$ cat src/design/wst_defines.svh
`ifndef WST_DEFINES_SVH
`define WST_DEFINES_SVH

`define WST_OFF_CTRL        8'h00
`define WST_OFF_TIMEOUT     8'h04
`define WST_OFF_WINDOW      8'h08
`define WST_OFF_WARN        8'h0c
`define WST_OFF_FEED        8'h10
`define WST_OFF_STATUS      8'h14
`define WST_OFF_COUNT       8'h18

`define WST_CTRL_ENABLE_BIT  0
`define WST_CTRL_RESET_BIT   1
`define WST_CTRL_WINDOW_BIT  2
`define WST_CTRL_WARN_BIT    3

`define WST_STAT_TOUT_BIT    0
`define WST_STAT_WARN_BIT    1
`define WST_STAT_EVENT_BIT   2

`define WST_TIMEOUT_RST      24'hffffff
`define WST_WINDOW_RST       24'hffffff
`define WST_WARN_RST         24'h000000
`define WST_TIMEOUT_MIN      24'h000100
`define WST_PRESCALE_DIV     4

`define WST_FEED_KEY_FIRST   8'haa
`define WST_FEED_KEY_SECOND  8'h55

`define WST_RESP_OKAY        2'h0
`define WST_RESP_SLVERR      2'h2

`endif

$ cat src/design/wst_pkg.sv
package wst_pkg;

  typedef struct packed {
    logic warn_en;
    logic window_sel;
    logic reset_sel;
    logic enable;
  } wst_ctrl_type;

  typedef enum logic [0:0] {
    WST_FEED_IDLE  = 1'b0,
    WST_FEED_ARMED = 1'b1
  } wst_feed_type;

endpackage

$ cat src/design/wst_tick_prescaler.sv
`timescale 1ns/1ps
`default_nettype none
`include "wst_defines.svh"

module wst_tick_prescaler
  import wst_pkg::*;
#(
  parameter int DIV = `WST_PRESCALE_DIV
)
(
  input  wire logic aclk,
  input  wire logic aresetn,
  input  wire logic ce,
  input  wire logic watchdog_tick_clock,
  input  wire logic run,
  output logic      tick
);

  localparam int CW = (DIV > 1) ? $clog2(DIV) : 1;

  logic          meta_reg;
  logic          sync_reg;
  logic          prev_reg;
  logic [CW-1:0] div_reg;
  logic [CW-1:0] div_next;
  logic          tick_reg;
  logic          tick_next;

  ////////////////////////////////////////////////////////////////////////////
  // Edge of the oscillator, divided down
  always_comb
  begin
    div_next  = div_reg;
    tick_next = 1'b0;
    if (!run)
    begin
      div_next = '0;
    end
    else if (sync_reg && !prev_reg)
    begin
      if (div_reg == CW'(DIV - 1))
      begin
        div_next  = '0;
        tick_next = 1'b1;
      end
      else
      begin
        div_next = div_reg + CW'(1);
      end
    end
  end

  always_ff @(posedge aclk)
  begin
    if (!aresetn)
    begin
      meta_reg <= 1'b0;
      sync_reg <= 1'b0;
      prev_reg <= 1'b0;
      div_reg  <= '0;
      tick_reg <= 1'b0;
    end
    else if (ce)
    begin
      meta_reg <= watchdog_tick_clock;
      sync_reg <= meta_reg;
      prev_reg <= sync_reg;
      div_reg  <= div_next;
      tick_reg <= tick_next;
    end
  end

  assign tick = tick_reg;

endmodule
`default_nettype wire

$ cat src/design/wst_windowed_service_timer.sv
// Design decisions made here: the register addresses and register access over AXI4-Lite.
`timescale 1ns/1ps
`default_nettype none
`include "wst_defines.svh"

module wst_windowed_service_timer
  import wst_pkg::*;
#(
  parameter int CW  = 24,
  parameter int DIV = `WST_PRESCALE_DIV
)
(
  input  wire logic          aclk,
  input  wire logic          aresetn,
  input  wire logic          por_resetn,
  input  wire logic          ce,
  input  wire logic          watchdog_tick_clock,
  input  wire logic [7:0]    s_axi_awaddr,
  input  wire logic          s_axi_awvalid,
  output logic               s_axi_awready,
  input  wire logic [31:0]   s_axi_wdata,
  input  wire logic [3:0]    s_axi_wstrb,
  input  wire logic          s_axi_wvalid,
  output logic               s_axi_wready,
  output logic [1:0]         s_axi_bresp,
  output logic               s_axi_bvalid,
  input  wire logic          s_axi_bready,
  input  wire logic [7:0]    s_axi_araddr,
  input  wire logic          s_axi_arvalid,
  output logic               s_axi_arready,
  output logic [31:0]        s_axi_rdata,
  output logic [1:0]         s_axi_rresp,
  output logic               s_axi_rvalid,
  input  wire logic          s_axi_rready,
  output logic               chip_reset_req,
  output logic               wd_irq
);

  logic          tick;

  logic          aw_full_reg;
  logic          aw_full_next;
  logic [7:0]    awaddr_reg;
  logic [7:0]    awaddr_next;
  logic          w_full_reg;
  logic          w_full_next;
  logic [31:0]   wdata_reg;
  logic [31:0]   wdata_next;
  logic [3:0]    wstrb_reg;
  logic [3:0]    wstrb_next;
  logic          bvalid_reg;
  logic          bvalid_next;
  logic [1:0]    bresp_reg;
  logic [1:0]    bresp_next;
  logic          rvalid_reg;
  logic          rvalid_next;
  logic [31:0]   rdata_reg;
  logic [31:0]   rdata_next;
  logic [1:0]    rresp_reg;
  logic [1:0]    rresp_next;
  logic          wr_fire;

  wst_ctrl_type  ctrl_reg;
  wst_ctrl_type  ctrl_next;
  logic [CW-1:0] timeout_reg;
  logic [CW-1:0] timeout_next;
  logic [CW-1:0] window_reg;
  logic [CW-1:0] window_next;
  logic [CW-1:0] warn_reg;
  logic [CW-1:0] warn_next;
  logic [CW-1:0] count_reg;
  logic [CW-1:0] count_next;
  wst_feed_type  feed_reg;
  wst_feed_type  feed_next;
  logic          warn_flag_reg;
  logic          warn_flag_next;
  logic          event_flag_reg;
  logic          event_flag_next;
  logic          reset_req_reg;
  logic          reset_req_next;
  logic          irq_reg;
  logic          irq_next;
  logic          tout_flag_reg;
  logic          tout_flag_next;

  logic [31:0]   wval;
  logic          feed_ok;
  logic          feed_bad;
  logic          early;
  logic          reload;
  logic          fault;
  logic          timeout_evt;
  logic          warn_evt;
  logic          wd_evt;

  function automatic logic [31:0] wst_merge(input logic [31:0] old_val,
                                            input logic [31:0] new_val,
                                            input logic [3:0]  strb);
    logic [31:0] res;
    res = old_val;
    for (int i = 0; i < 4; i++)
    begin
      if (strb[i])
      begin
        res[i*8 +: 8] = new_val[i*8 +: 8];
      end
    end
    return res;
  endfunction

  function automatic logic wst_mapped(input logic [7:0] addr);
    return (addr == `WST_OFF_CTRL) || (addr == `WST_OFF_TIMEOUT) ||
           (addr == `WST_OFF_WINDOW) || (addr == `WST_OFF_WARN) ||
           (addr == `WST_OFF_FEED) || (addr == `WST_OFF_STATUS) ||
           (addr == `WST_OFF_COUNT);
  endfunction

  wst_tick_prescaler #(
    .DIV (DIV)
  ) u_prescaler (
    .aclk                (aclk),
    .aresetn             (aresetn),
    .ce                  (ce),
    .watchdog_tick_clock (watchdog_tick_clock),
    .run                 (ctrl_reg.enable),
    .tick                (tick)
  );

  ////////////////////////////////////////////////////////////////////////////
  // AXI4-Lite slave; address and data are taken in either order
  assign s_axi_awready = ce && !aw_full_reg;
  assign s_axi_wready  = ce && !w_full_reg;
  assign s_axi_arready = ce && !rvalid_reg;
  assign wr_fire       = aw_full_reg && w_full_reg && !bvalid_reg;

  always_comb
  begin
    aw_full_next = aw_full_reg;
    awaddr_next  = awaddr_reg;
    w_full_next  = w_full_reg;
    wdata_next   = wdata_reg;
    wstrb_next   = wstrb_reg;
    bvalid_next  = bvalid_reg;
    bresp_next   = bresp_reg;
    rvalid_next  = rvalid_reg;
    rdata_next   = rdata_reg;
    rresp_next   = rresp_reg;
    if (s_axi_awvalid && !aw_full_reg)
    begin
      aw_full_next = 1'b1;
      awaddr_next  = {s_axi_awaddr[7:2], 2'b00};
    end
    if (s_axi_wvalid && !w_full_reg)
    begin
      w_full_next = 1'b1;
      wdata_next  = s_axi_wdata;
      wstrb_next  = s_axi_wstrb;
    end
    if (bvalid_reg && s_axi_bready)
    begin
      bvalid_next = 1'b0;
    end
    if (wr_fire)
    begin
      aw_full_next = 1'b0;
      w_full_next  = 1'b0;
      bvalid_next  = 1'b1;
      bresp_next   = wst_mapped(awaddr_reg) ? `WST_RESP_OKAY : `WST_RESP_SLVERR;
    end
    if (rvalid_reg && s_axi_rready)
    begin
      rvalid_next = 1'b0;
    end
    if (s_axi_arvalid && !rvalid_reg)
    begin
      rvalid_next = 1'b1;
      rresp_next  = `WST_RESP_OKAY;
      case ({s_axi_araddr[7:2], 2'b00})
        `WST_OFF_CTRL:    rdata_next = {28'h0000000, ctrl_reg};
        `WST_OFF_TIMEOUT: rdata_next = 32'(timeout_reg);
        `WST_OFF_WINDOW:  rdata_next = 32'(window_reg);
        `WST_OFF_WARN:    rdata_next = 32'(warn_reg);
        `WST_OFF_STATUS:  rdata_next = {29'h0000000, event_flag_reg, warn_flag_reg,
                                        tout_flag_reg};
        `WST_OFF_COUNT:   rdata_next = 32'(count_reg);
        `WST_OFF_FEED:    rdata_next = 32'h00000000;
        default:
        begin
          rdata_next = 32'h00000000;
          rresp_next = `WST_RESP_SLVERR;
        end
      endcase
    end
  end

  always_ff @(posedge aclk)
  begin
    if (!aresetn)
    begin
      aw_full_reg <= 1'b0;
      awaddr_reg  <= 8'h00;
      w_full_reg  <= 1'b0;
      wdata_reg   <= 32'h00000000;
      wstrb_reg   <= 4'h0;
      bvalid_reg  <= 1'b0;
      bresp_reg   <= `WST_RESP_OKAY;
      rvalid_reg  <= 1'b0;
      rdata_reg   <= 32'h00000000;
      rresp_reg   <= `WST_RESP_OKAY;
    end
    else if (ce)
    begin
      aw_full_reg <= aw_full_next;
      awaddr_reg  <= awaddr_next;
      w_full_reg  <= w_full_next;
      wdata_reg   <= wdata_next;
      wstrb_reg   <= wstrb_next;
      bvalid_reg  <= bvalid_next;
      bresp_reg   <= bresp_next;
      rvalid_reg  <= rvalid_next;
      rdata_reg   <= rdata_next;
      rresp_reg   <= rresp_next;
    end
  end

  assign s_axi_bvalid = bvalid_reg;
  assign s_axi_bresp  = bresp_reg;
  assign s_axi_rvalid = rvalid_reg;
  assign s_axi_rdata  = rdata_reg;
  assign s_axi_rresp  = rresp_reg;

  ////////////////////////////////////////////////////////////////////////////
  // Watchdog core
  always_comb
  begin
    ctrl_next       = ctrl_reg;
    timeout_next    = timeout_reg;
    window_next     = window_reg;
    warn_next       = warn_reg;
    count_next      = count_reg;
    feed_next       = feed_reg;
    warn_flag_next  = warn_flag_reg;
    event_flag_next = event_flag_reg;
    reset_req_next  = reset_req_reg;
    tout_flag_next  = tout_flag_reg;
    wval            = 32'h00000000;
    feed_ok         = 1'b0;
    feed_bad        = 1'b0;
    if (wr_fire)
    begin
      // Any other write between the two keys breaks the sequence
      if (feed_reg == WST_FEED_ARMED && awaddr_reg != `WST_OFF_FEED)
      begin
        feed_bad  = 1'b1;
        feed_next = WST_FEED_IDLE;
      end
      case (awaddr_reg)
        `WST_OFF_CTRL:
        begin
          wval = wst_merge({28'h0000000, ctrl_reg}, wdata_reg, wstrb_reg);
          ctrl_next.enable     = ctrl_reg.enable | wval[`WST_CTRL_ENABLE_BIT];
          // Reset response cannot be dropped once running
          ctrl_next.reset_sel  = wval[`WST_CTRL_RESET_BIT] |
                                 (ctrl_reg.enable & ctrl_reg.reset_sel);
          ctrl_next.window_sel = wval[`WST_CTRL_WINDOW_BIT];
          ctrl_next.warn_en    = wval[`WST_CTRL_WARN_BIT];
          if (!ctrl_reg.enable && wval[`WST_CTRL_ENABLE_BIT])
          begin
            count_next = timeout_reg;
          end
        end
        `WST_OFF_TIMEOUT:
        begin
          wval = wst_merge(32'(timeout_reg), wdata_reg, wstrb_reg);
          // Shortest legal period is 256 prescaled ticks
          timeout_next = (wval[CW-1:0] < CW'(`WST_TIMEOUT_MIN)) ?
                         CW'(`WST_TIMEOUT_MIN) : wval[CW-1:0];
        end
        `WST_OFF_WINDOW:
        begin
          wval        = wst_merge(32'(window_reg), wdata_reg, wstrb_reg);
          window_next = wval[CW-1:0];
        end
        `WST_OFF_WARN:
        begin
          wval      = wst_merge(32'(warn_reg), wdata_reg, wstrb_reg);
          warn_next = wval[CW-1:0];
        end
        `WST_OFF_FEED:
        begin
          if (wstrb_reg[0])
          begin
            if (feed_reg == WST_FEED_IDLE)
            begin
              if (wdata_reg[7:0] == `WST_FEED_KEY_FIRST)
              begin
                feed_next = WST_FEED_ARMED;
              end
              else
              begin
                feed_bad = 1'b1;
              end
            end
            else
            begin
              feed_next = WST_FEED_IDLE;
              if (wdata_reg[7:0] == `WST_FEED_KEY_SECOND)
              begin
                feed_ok = 1'b1;
              end
              else
              begin
                feed_bad = 1'b1;
              end
            end
          end
        end
        `WST_OFF_STATUS:
        begin
          if (wstrb_reg[0])
          begin
            tout_flag_next  = tout_flag_reg & ~wdata_reg[`WST_STAT_TOUT_BIT];
            warn_flag_next  = warn_flag_reg & ~wdata_reg[`WST_STAT_WARN_BIT];
            event_flag_next = event_flag_reg & ~wdata_reg[`WST_STAT_EVENT_BIT];
          end
        end
        default:
        begin
        end
      endcase
    end

    early       = ctrl_reg.window_sel && (count_reg > window_reg);
    reload      = feed_ok && !early;
    fault       = ctrl_reg.enable && (feed_bad || (feed_ok && early));
    timeout_evt = ctrl_reg.enable && tick && !reload && (count_reg == CW'(1));
    warn_evt    = ctrl_reg.enable && tick && !reload && ctrl_reg.warn_en &&
                  ((count_reg - CW'(1)) == warn_reg);
    wd_evt      = timeout_evt || fault;

    if (reload)
    begin
      count_next = timeout_reg;
    end
    else if (ctrl_reg.enable && tick)
    begin
      count_next = (count_reg == CW'(1)) ? timeout_reg : count_reg - CW'(1);
    end

    // Hardware sets win over a software clear in the same cycle
    if (warn_evt)
    begin
      warn_flag_next = 1'b1;
    end
    if (wd_evt)
    begin
      ctrl_next.enable = 1'b0;
      if (ctrl_reg.reset_sel)
      begin
        reset_req_next = 1'b1;
        tout_flag_next = 1'b1;
      end
      else
      begin
        event_flag_next = 1'b1;
      end
    end
    if (timeout_evt)
    begin
      tout_flag_next = 1'b1;
    end
    irq_next = event_flag_next || (warn_flag_next && ctrl_next.warn_en);
  end

  always_ff @(posedge aclk)
  begin
    if (!aresetn)
    begin
      ctrl_reg       <= '0;
      timeout_reg    <= CW'(`WST_TIMEOUT_RST);
      window_reg     <= CW'(`WST_WINDOW_RST);
      warn_reg       <= CW'(`WST_WARN_RST);
      count_reg      <= CW'(`WST_TIMEOUT_RST);
      feed_reg       <= WST_FEED_IDLE;
      warn_flag_reg  <= 1'b0;
      event_flag_reg <= 1'b0;
      reset_req_reg  <= 1'b0;
      irq_reg        <= 1'b0;
    end
    else if (ce)
    begin
      ctrl_reg       <= ctrl_next;
      timeout_reg    <= timeout_next;
      window_reg     <= window_next;
      warn_reg       <= warn_next;
      count_reg      <= count_next;
      feed_reg       <= feed_next;
      warn_flag_reg  <= warn_flag_next;
      event_flag_reg <= event_flag_next;
      reset_req_reg  <= reset_req_next;
      irq_reg        <= irq_next;
    end
  end

  // Survives the chip reset it causes; only power-on or a STATUS write clears it
  always_ff @(posedge aclk)
  begin
    if (!por_resetn)
    begin
      tout_flag_reg <= 1'b0;
    end
    else if (ce)
    begin
      tout_flag_reg <= tout_flag_next;
    end
  end

  assign chip_reset_req = reset_req_reg;
  assign wd_irq         = irq_reg;

endmodule
`default_nettype wire

$ cat config.mk
export PLATFORM = sky130hd
export DESIGN_NAME = wst_windowed_service_timer
export DESIGN_NICKNAME = d
export VERILOG_FILES = /design/src/design/wst_pkg.sv /design/src/design/wst_tick_prescaler.sv /design/src/design/wst_windowed_service_timer.sv
export VERILOG_INCLUDE_DIRS = /design/src /design/src/design
export SDC_FILE = /design/constraint.sdc
export NUM_CORES = 1
export LEC_CHECK = 0
export BUFFER_PORTS_ARGS = -buffer_cell sky130_fd_sc_hd__buf_2
export CAP_MARGIN = 30
export CORE_ASPECT_RATIO = 1.2
export CORE_MARGIN = 2
export CORE_UTILIZATION = 55
export DETAILED_ROUTE_END_ITERATION = 12
export PLACE_DENSITY = 0.79
export SYNTH_ARGS = -nofsm -noshare
export SYNTH_HDL_FRONTEND = slang
export SYNTH_HIERARCHICAL = 1
export SYNTH_SLANG_ARGS = --single-unit
$ cat constraint.sdc
create_clock -name aclk -period 6.9 [get_ports aclk]
set_input_delay 0.69 -clock aclk [delete_from_list [all_inputs] [get_ports aclk]]
set_output_delay 0.69 -clock aclk [all_outputs]
set_load 0.02 [all_outputs]
# Yosys cells after proc, flatten, opt, wreduce, memory -nomap -nowiden
# Cells that the tools add are included.
[totals]
latch_bits = 0
ramBits = 0
input_bits = 62
out_inout_bits = 43
memories = 0
mem_bits_ro = 0
ff_bits = 185
elab_cells = 210
[op_classes]
reduce_logical = 73
n_addsub = 2
muxes = 71
bitwise = 9
shifts = 0
eq_ne = 20
n_lt_le_gt_ge = 2
multipliers = 0
div_mod_pow = 0
[ops]
columns = ["operator", "n"]
rows = [
  ["24-bit 2-to-1 mux", 7],
  ["24-bit one-hot mux with 6 select lines", 1],
  ["8-bit 2-to-1 mux", 9],
  ["1-bit 2-to-1 mux", 44],
  ["6-bit by 3-bit equality test with 1-bit output, second input constant", 6],
  ["4-bit AND reduction", 8],
  ["24-bit by 1-bit equality test with 1-bit output, second input constant", 1],
  ["24-bit equality test", 1],
  ["6-bit by 2-bit equality test with 1-bit output, second input constant", 4],
  ["24-bit greater-than comparator", 1],
  ["24-bit by 9-bit < comparator with 1-bit output, second input constant", 1],
  ["24-bit by 1-bit subtractor with 24-bit output, second input constant", 1],
  ["1-bit logical AND", 23],
  ["4-bit 2-to-1 mux", 5],
  ["2-bit AND reduction", 9],
  ["6-bit by 1-bit equality test with 1-bit output, second input constant", 2],
  ["3-bit AND reduction", 4],
  ["2-bit nonzero test", 6],
  ["2-bit 2-to-1 mux", 5],
  ["1-bit logical OR", 9],
  ["3-bit nonzero test", 3],
  ["8-bit by 7-bit equality test with 1-bit output, second input constant", 1],
  ["8-bit equality test, second input constant", 1],
  ["1-bit zero test", 8],
  ["11 further kinds", 17],
]

# Logic depth before layout (Yosys ltp)
[logic_depth]
ltp_word = 14
ltp_mapped = 12
ltp_nobuf = 10

# Modules after synthesis
# The synthesis kept the hierarchy.
[modules_own_cells]
columns = ["mod", "area_per_inst_um2", "cells_per_inst", "n_inst"]
rows = [
  ["wst_windowed_service_timer", 9365.2, 1207, 1],
  ["wst_tick_prescaler", 286.5, 27, 1],
]

# Worst setup path after synthesis
# No wires, ideal clock.
[synth_timing]
kind = "register to register"
from = "reg window_reg[23]"
to = "reg warn_flag_reg"
path_slack_ns = 3.958
t_required_ns = 6.830
t_arrival_ns = 2.872
setup_time_ns = 0.070
period_less_slack_ns = 2.942
path_stages_with_launch = 11
cell_sequence = "dfxtp_1 inv_1 ha_1 nand4_1 or4_1 a311o_1 nand4_1 nand2_1 or4_1 or4_1 a21boi_1"
[synth_via]
elab_chain_cells = 9
[synth_lines]
columns = ["element", "line", "text"]
rows = [
  ["start, declared", "wst_windowed_service_timer.sv:67", "logic [CW-1:0] window_reg;"],
  ["start signal, assigned", "wst_windowed_service_timer.sv:381", "window_reg <= CW'(`WST_WINDOW_RST);"],
  ["start signal, assigned", "wst_windowed_service_timer.sv:394", "window_reg <= window_next;"],
  ["24-bit greater-than comparator", "wst_windowed_service_timer.sv:333", "early = ctrl_reg.window_sel && (count_reg > window_reg);"],
  ["1-bit logical AND", "wst_windowed_service_timer.sv:333", ""],
  ["1-bit zero test", "wst_windowed_service_timer.sv:334", "reload = feed_ok && !early;"],
  ["1-bit logical AND", "wst_windowed_service_timer.sv:334", ""],
  ["1-bit zero test", "wst_windowed_service_timer.sv:337", "warn_evt = ctrl_reg.enable && tick && !reload && ctrl_reg.warn_en &&"],
  ["1-bit logical AND (3 in a row)", "wst_windowed_service_timer.sv:337", ""],
  ["1-bit 2-to-1 mux", "wst_windowed_service_timer.sv:351", "if (warn_evt)"],
  ["end signal, assigned", "wst_windowed_service_timer.sv:398", "warn_flag_reg <= warn_flag_next;"],
  ["end, declared", "wst_windowed_service_timer.sv:75", "logic warn_flag_reg;"],
]
# Every way passes these cells.
# A chain may end at the register's enable or synchronous reset.

# Worst setup path after layout
[layout_timing]
from = "reg count_reg[21]"
to = "reg count_reg[14]"
[layout_via]
elab_chain_cells = 6
word_cells_on_any_way = 12
[layout_lines]
columns = ["element", "line", "text"]
rows = [
  ["start, declared", "wst_windowed_service_timer.sv:71", "logic [CW-1:0] count_reg;"],
  ["start signal, assigned", "wst_windowed_service_timer.sv:383", "count_reg <= CW'(`WST_TIMEOUT_RST);"],
  ["start signal, assigned", "wst_windowed_service_timer.sv:396", "count_reg <= count_next;"],
  ["24-bit greater-than comparator", "wst_windowed_service_timer.sv:333", ""],
  ["1-bit logical AND", "wst_windowed_service_timer.sv:333", ""],
  ["1-bit zero test", "wst_windowed_service_timer.sv:334", ""],
  ["1-bit logical AND", "wst_windowed_service_timer.sv:334", ""],
  ["3-bit nonzero test (no line)", "n/a", ""],
  ["4-bit AND reduction (no line)", "n/a", ""],
]
# Parallel ways exist; a longest one is shown, timed or not.

==> results by group <==
Die
  – Initial core utilization: roughly 56%
  – Ports: ~110
  – Core area: ~0.017 mm2
  – Die Y: 149 um
  – Row count: 53
  – Full die area: around 0.019 mm2
  – Die width: approximately 120 um

Setup path
  – CP endpoint kind: flip-flop
  – WP data arrival: 4.28 ns
  – Crit path max fanout: 15
  – Critical path class: reg -> reg
  – Top delay family on crit path: simple AND/OR/NAND/NOR gates
  – Critical path required time: roughly 7.3 ns
  – Worst Path Buf+Inv: 1
  – Critical Path, Cell by Cell: ha_1 > nand4_1 > or4_1 > a311o_1 > nand4_1 > nand2_1 > nand2b_1 > buf_4 > or4_1 > o2111ai_1
  – Crit-path max cell delay: slightly above 0.7 ns
  – CP max stage cell: or4_1
  – Startpoint types: flip-flop

Synthesis
  – Synth warn: 6
  – Synth Area per Inst: a little under 8 um2
  – Mapped Area: around 0.0097 mm2
  – Synth async-reset ratio: 0%
  – Netlist cell types: 79
  – Number of synthesized flops with an enable pin: 0
  – Sequential area share after synthesis: between 30% and 40%
  – Top FF cell, synth: dfxtp_1
  – Mapped Cells: roughly 1200
  – #FFs+latches synth: about 180

Power
  – PwrDens: between 150 and 200 mW/mm2
  – Leak: approximately 4.3 nW
  – Worst vdd ir: between 150 and 200 uV
  – Total power: approximately 2.1 mW

Min path
  – Worst min-delay path class: reg -> reg

Placed design
  – Routability Congestion: between 0.9 and 1
  – Port Buffers: 81
  – Hpwl dp: around 19000 um

Timing
  – Final Hold Viols: 0
  – Slew Viols, Final: 0
  – RSZ-0062 raised after global routing: no
  – Worst-case clock skew: between 0.009 and 0.01 ns
  – Tcrit/Tclk final: between 50% and 60%
  – Fin Setup TNS: 0 ns
  – Crit path time final: roughly 3.9 ns
  – Maximum clock rate: 254 MHz
  – Max-slew headroom: a little over a quarter
  – Worst-Margin Slew: 1.08 ns
  – Final setup vio count: 0

Routing
  – Drt pass-1 iters: 6
  – DRC marker count from the first detailed-route iteration: just over 1000
  – WL/cell: about 18 um
  – Antenna-violating nets left: 0
  – Routed wire length: ~27000 um
  – Highest metal used: met4
  – Met2 WL: roughly 12000 um
  – Via density: between 6 and 7
  – Drc violations: 0
  – Met1 wire length: 11500 um
  – Metal3 WL: about 2500 um
  – Detailed-route via count: approximately 9200

Clocking
  – Post-cts sizing count: 0
  – Clock sinks: about 180
  – CTS hold repair buffers: 0
  – H-tree depth: 4
  – CTS clk-pin slew, worst paths: around 0.07 ns
  – CTS tree: built
  – Root buf cell: clkbuf_16
  – CTS Buf Count: 17
  – Worst skew pair latency: ~0.43 ns
  – Deepest clock path buffer count: 2
  – Post-CTS Setup Inserts: 0

Global routing
  – First-pass GRT wire length: between 40000 and 50000 um
  – Vias in the first global route: 8384
  – Tot GR Track Use: 29.2%
  – Largest net degree at the start of global routing: roughly 110
  – Initial antenna violation count: 0
  – GR Overflow Total: 0

Layout
  – Layout cells sized above 1: approximately an eighth
  – Core Util, Final: around 60%
  – Area delta synth->final: 10.0%
  – Layout net count: about 1300
  – N_diodes: 0
  – FILL cells: around 1600

Outcome
  – Status: finished, final reports clean

Run
  – Max-cap viol count: 0
-- Yosys cell counts, types with 15 or more instances --
| library cell | number | area (um2) |
|---|---|---|
| clkbuf_1 | 77 | 289 |
| a21boi_0 | 63 | 473 |
| xnor2_1 | 15 | 131 |
| mux2i_1 | 23 | 230 |
| dfxtp_1 | 175 | 3500 |
| nand3_1 | 119 | 596 |
| nand4_1 | 26 | 163 |
| a21oi_1 | 61 | 305 |
| nor2b_1 | 34 | 213 |
| ha_1 | 27 | 338 |
| nor2_1 | 43 | 161 |
| nor3_1 | 23 | 115 |
| o21ai_0 | 39 | 195 |
| a222oi_1 | 20 | 200 |
| nand2_1 | 241 | 905 |
| inv_1 | 45 | 169 |
-- path summary, 6_finish.rpt --
kind                         start                to  slack (ns)  cells past startpoint
setup reg to reg     count_reg[21]     count_reg[14]        2.97                     10
hold reg to reg   u_prescaler/tick  u_prescaler/tick        0.47                      2
setup / recovery     count_reg[21]     count_reg[14]        2.97                     10
hold / removal    u_prescaler/tick  u_prescaler/tick        0.47                      2
-- area by class of cell --
type | count | area [um2] | share of cell area (%)
clock buffer | 20 | 457 | 4.30
clock inverter | 9 | 86.3 | 0.813
inverter | 45 | 169 | 1.59
multi-input combinational | 925 | 5620 | 52.9
sequential | 175 | 3500 | 33.0
tap | 220 | 275 | 2.59
timing repair buffer | 92 | 513 | 4.83
-- kinds of logic (layout without fill, tap and decap cells) --
logic type,after synthesis,in the layout,synth area share (%)
simple gates,571,571,29.6
compound gates,265,265,19.1
flops,175,175,36.3
buf+inv,143,166,6.22
xor+xnor,29,29,2.79
fa+ha+maj,27,27,3.50
mux,23,23,2.39
other cells,1,10,0.0389
-- where the power goes --
group          internal, mW  leakage [nW]  total, mW  switching, mW
combinational        0.0413          2.64      0.109         0.0679
sequential             1.02          1.42       1.04         0.0207
clock                 0.511         0.264      0.910          0.400
-- placed cells by master (no fill, tap or decap), drive strengths merged, types with 35 or more instances in the layout --
master,instances
nand2,241
dfxtp,175
nand3,120
buf,92
a21boi,65
a21oi,61
inv,47
nor2,43
o21ai,40
nor2b,35
-- worst reg2reg max path, cell delays in order (launching register included) --
cell,delay (ns)
dfxtp_1,0.42
ha_1,0.35
nand4_1,0.21
or4_1,0.71
a311o_1,0.38
nand4_1,0.12
nand2_1,0.16
nand2b_1,0.50
buf_4,0.36
or4_1,0.52
o2111ai_1,0.12
-- routing by layer --
| layer | vias up | global-route usage [%] |
|---|---|---|
| met2 | 421 | 46.3 |
| met5 | - | 0 |
| met4 | 0 | 11.7 |
| met3 | 65 | 6.49 |
| li1 | 4414 | - |
| met1 | 4324 | 39.0 |
-- stage by stage --
stage | instance area [um2] | hold slack, ns | instances | worst slack [ns]
5_1_grt | 10600 | 0.492 | 1486 | 2.83
3_3_place_gp | 10000 | 0.443 | 1454 | 3.16
4_1_cts | 10600 | 0.470 | 1485 | 3.05
2_1_floorplan | 9690 | 0.434 | 1243 | 3.96
3_5_place_dp | 10100 | 0.458 | 1456 | 3.07
6_report | 10600 | 0.472 | 1486 | 2.97
Power figures use the tool's default switching activity.
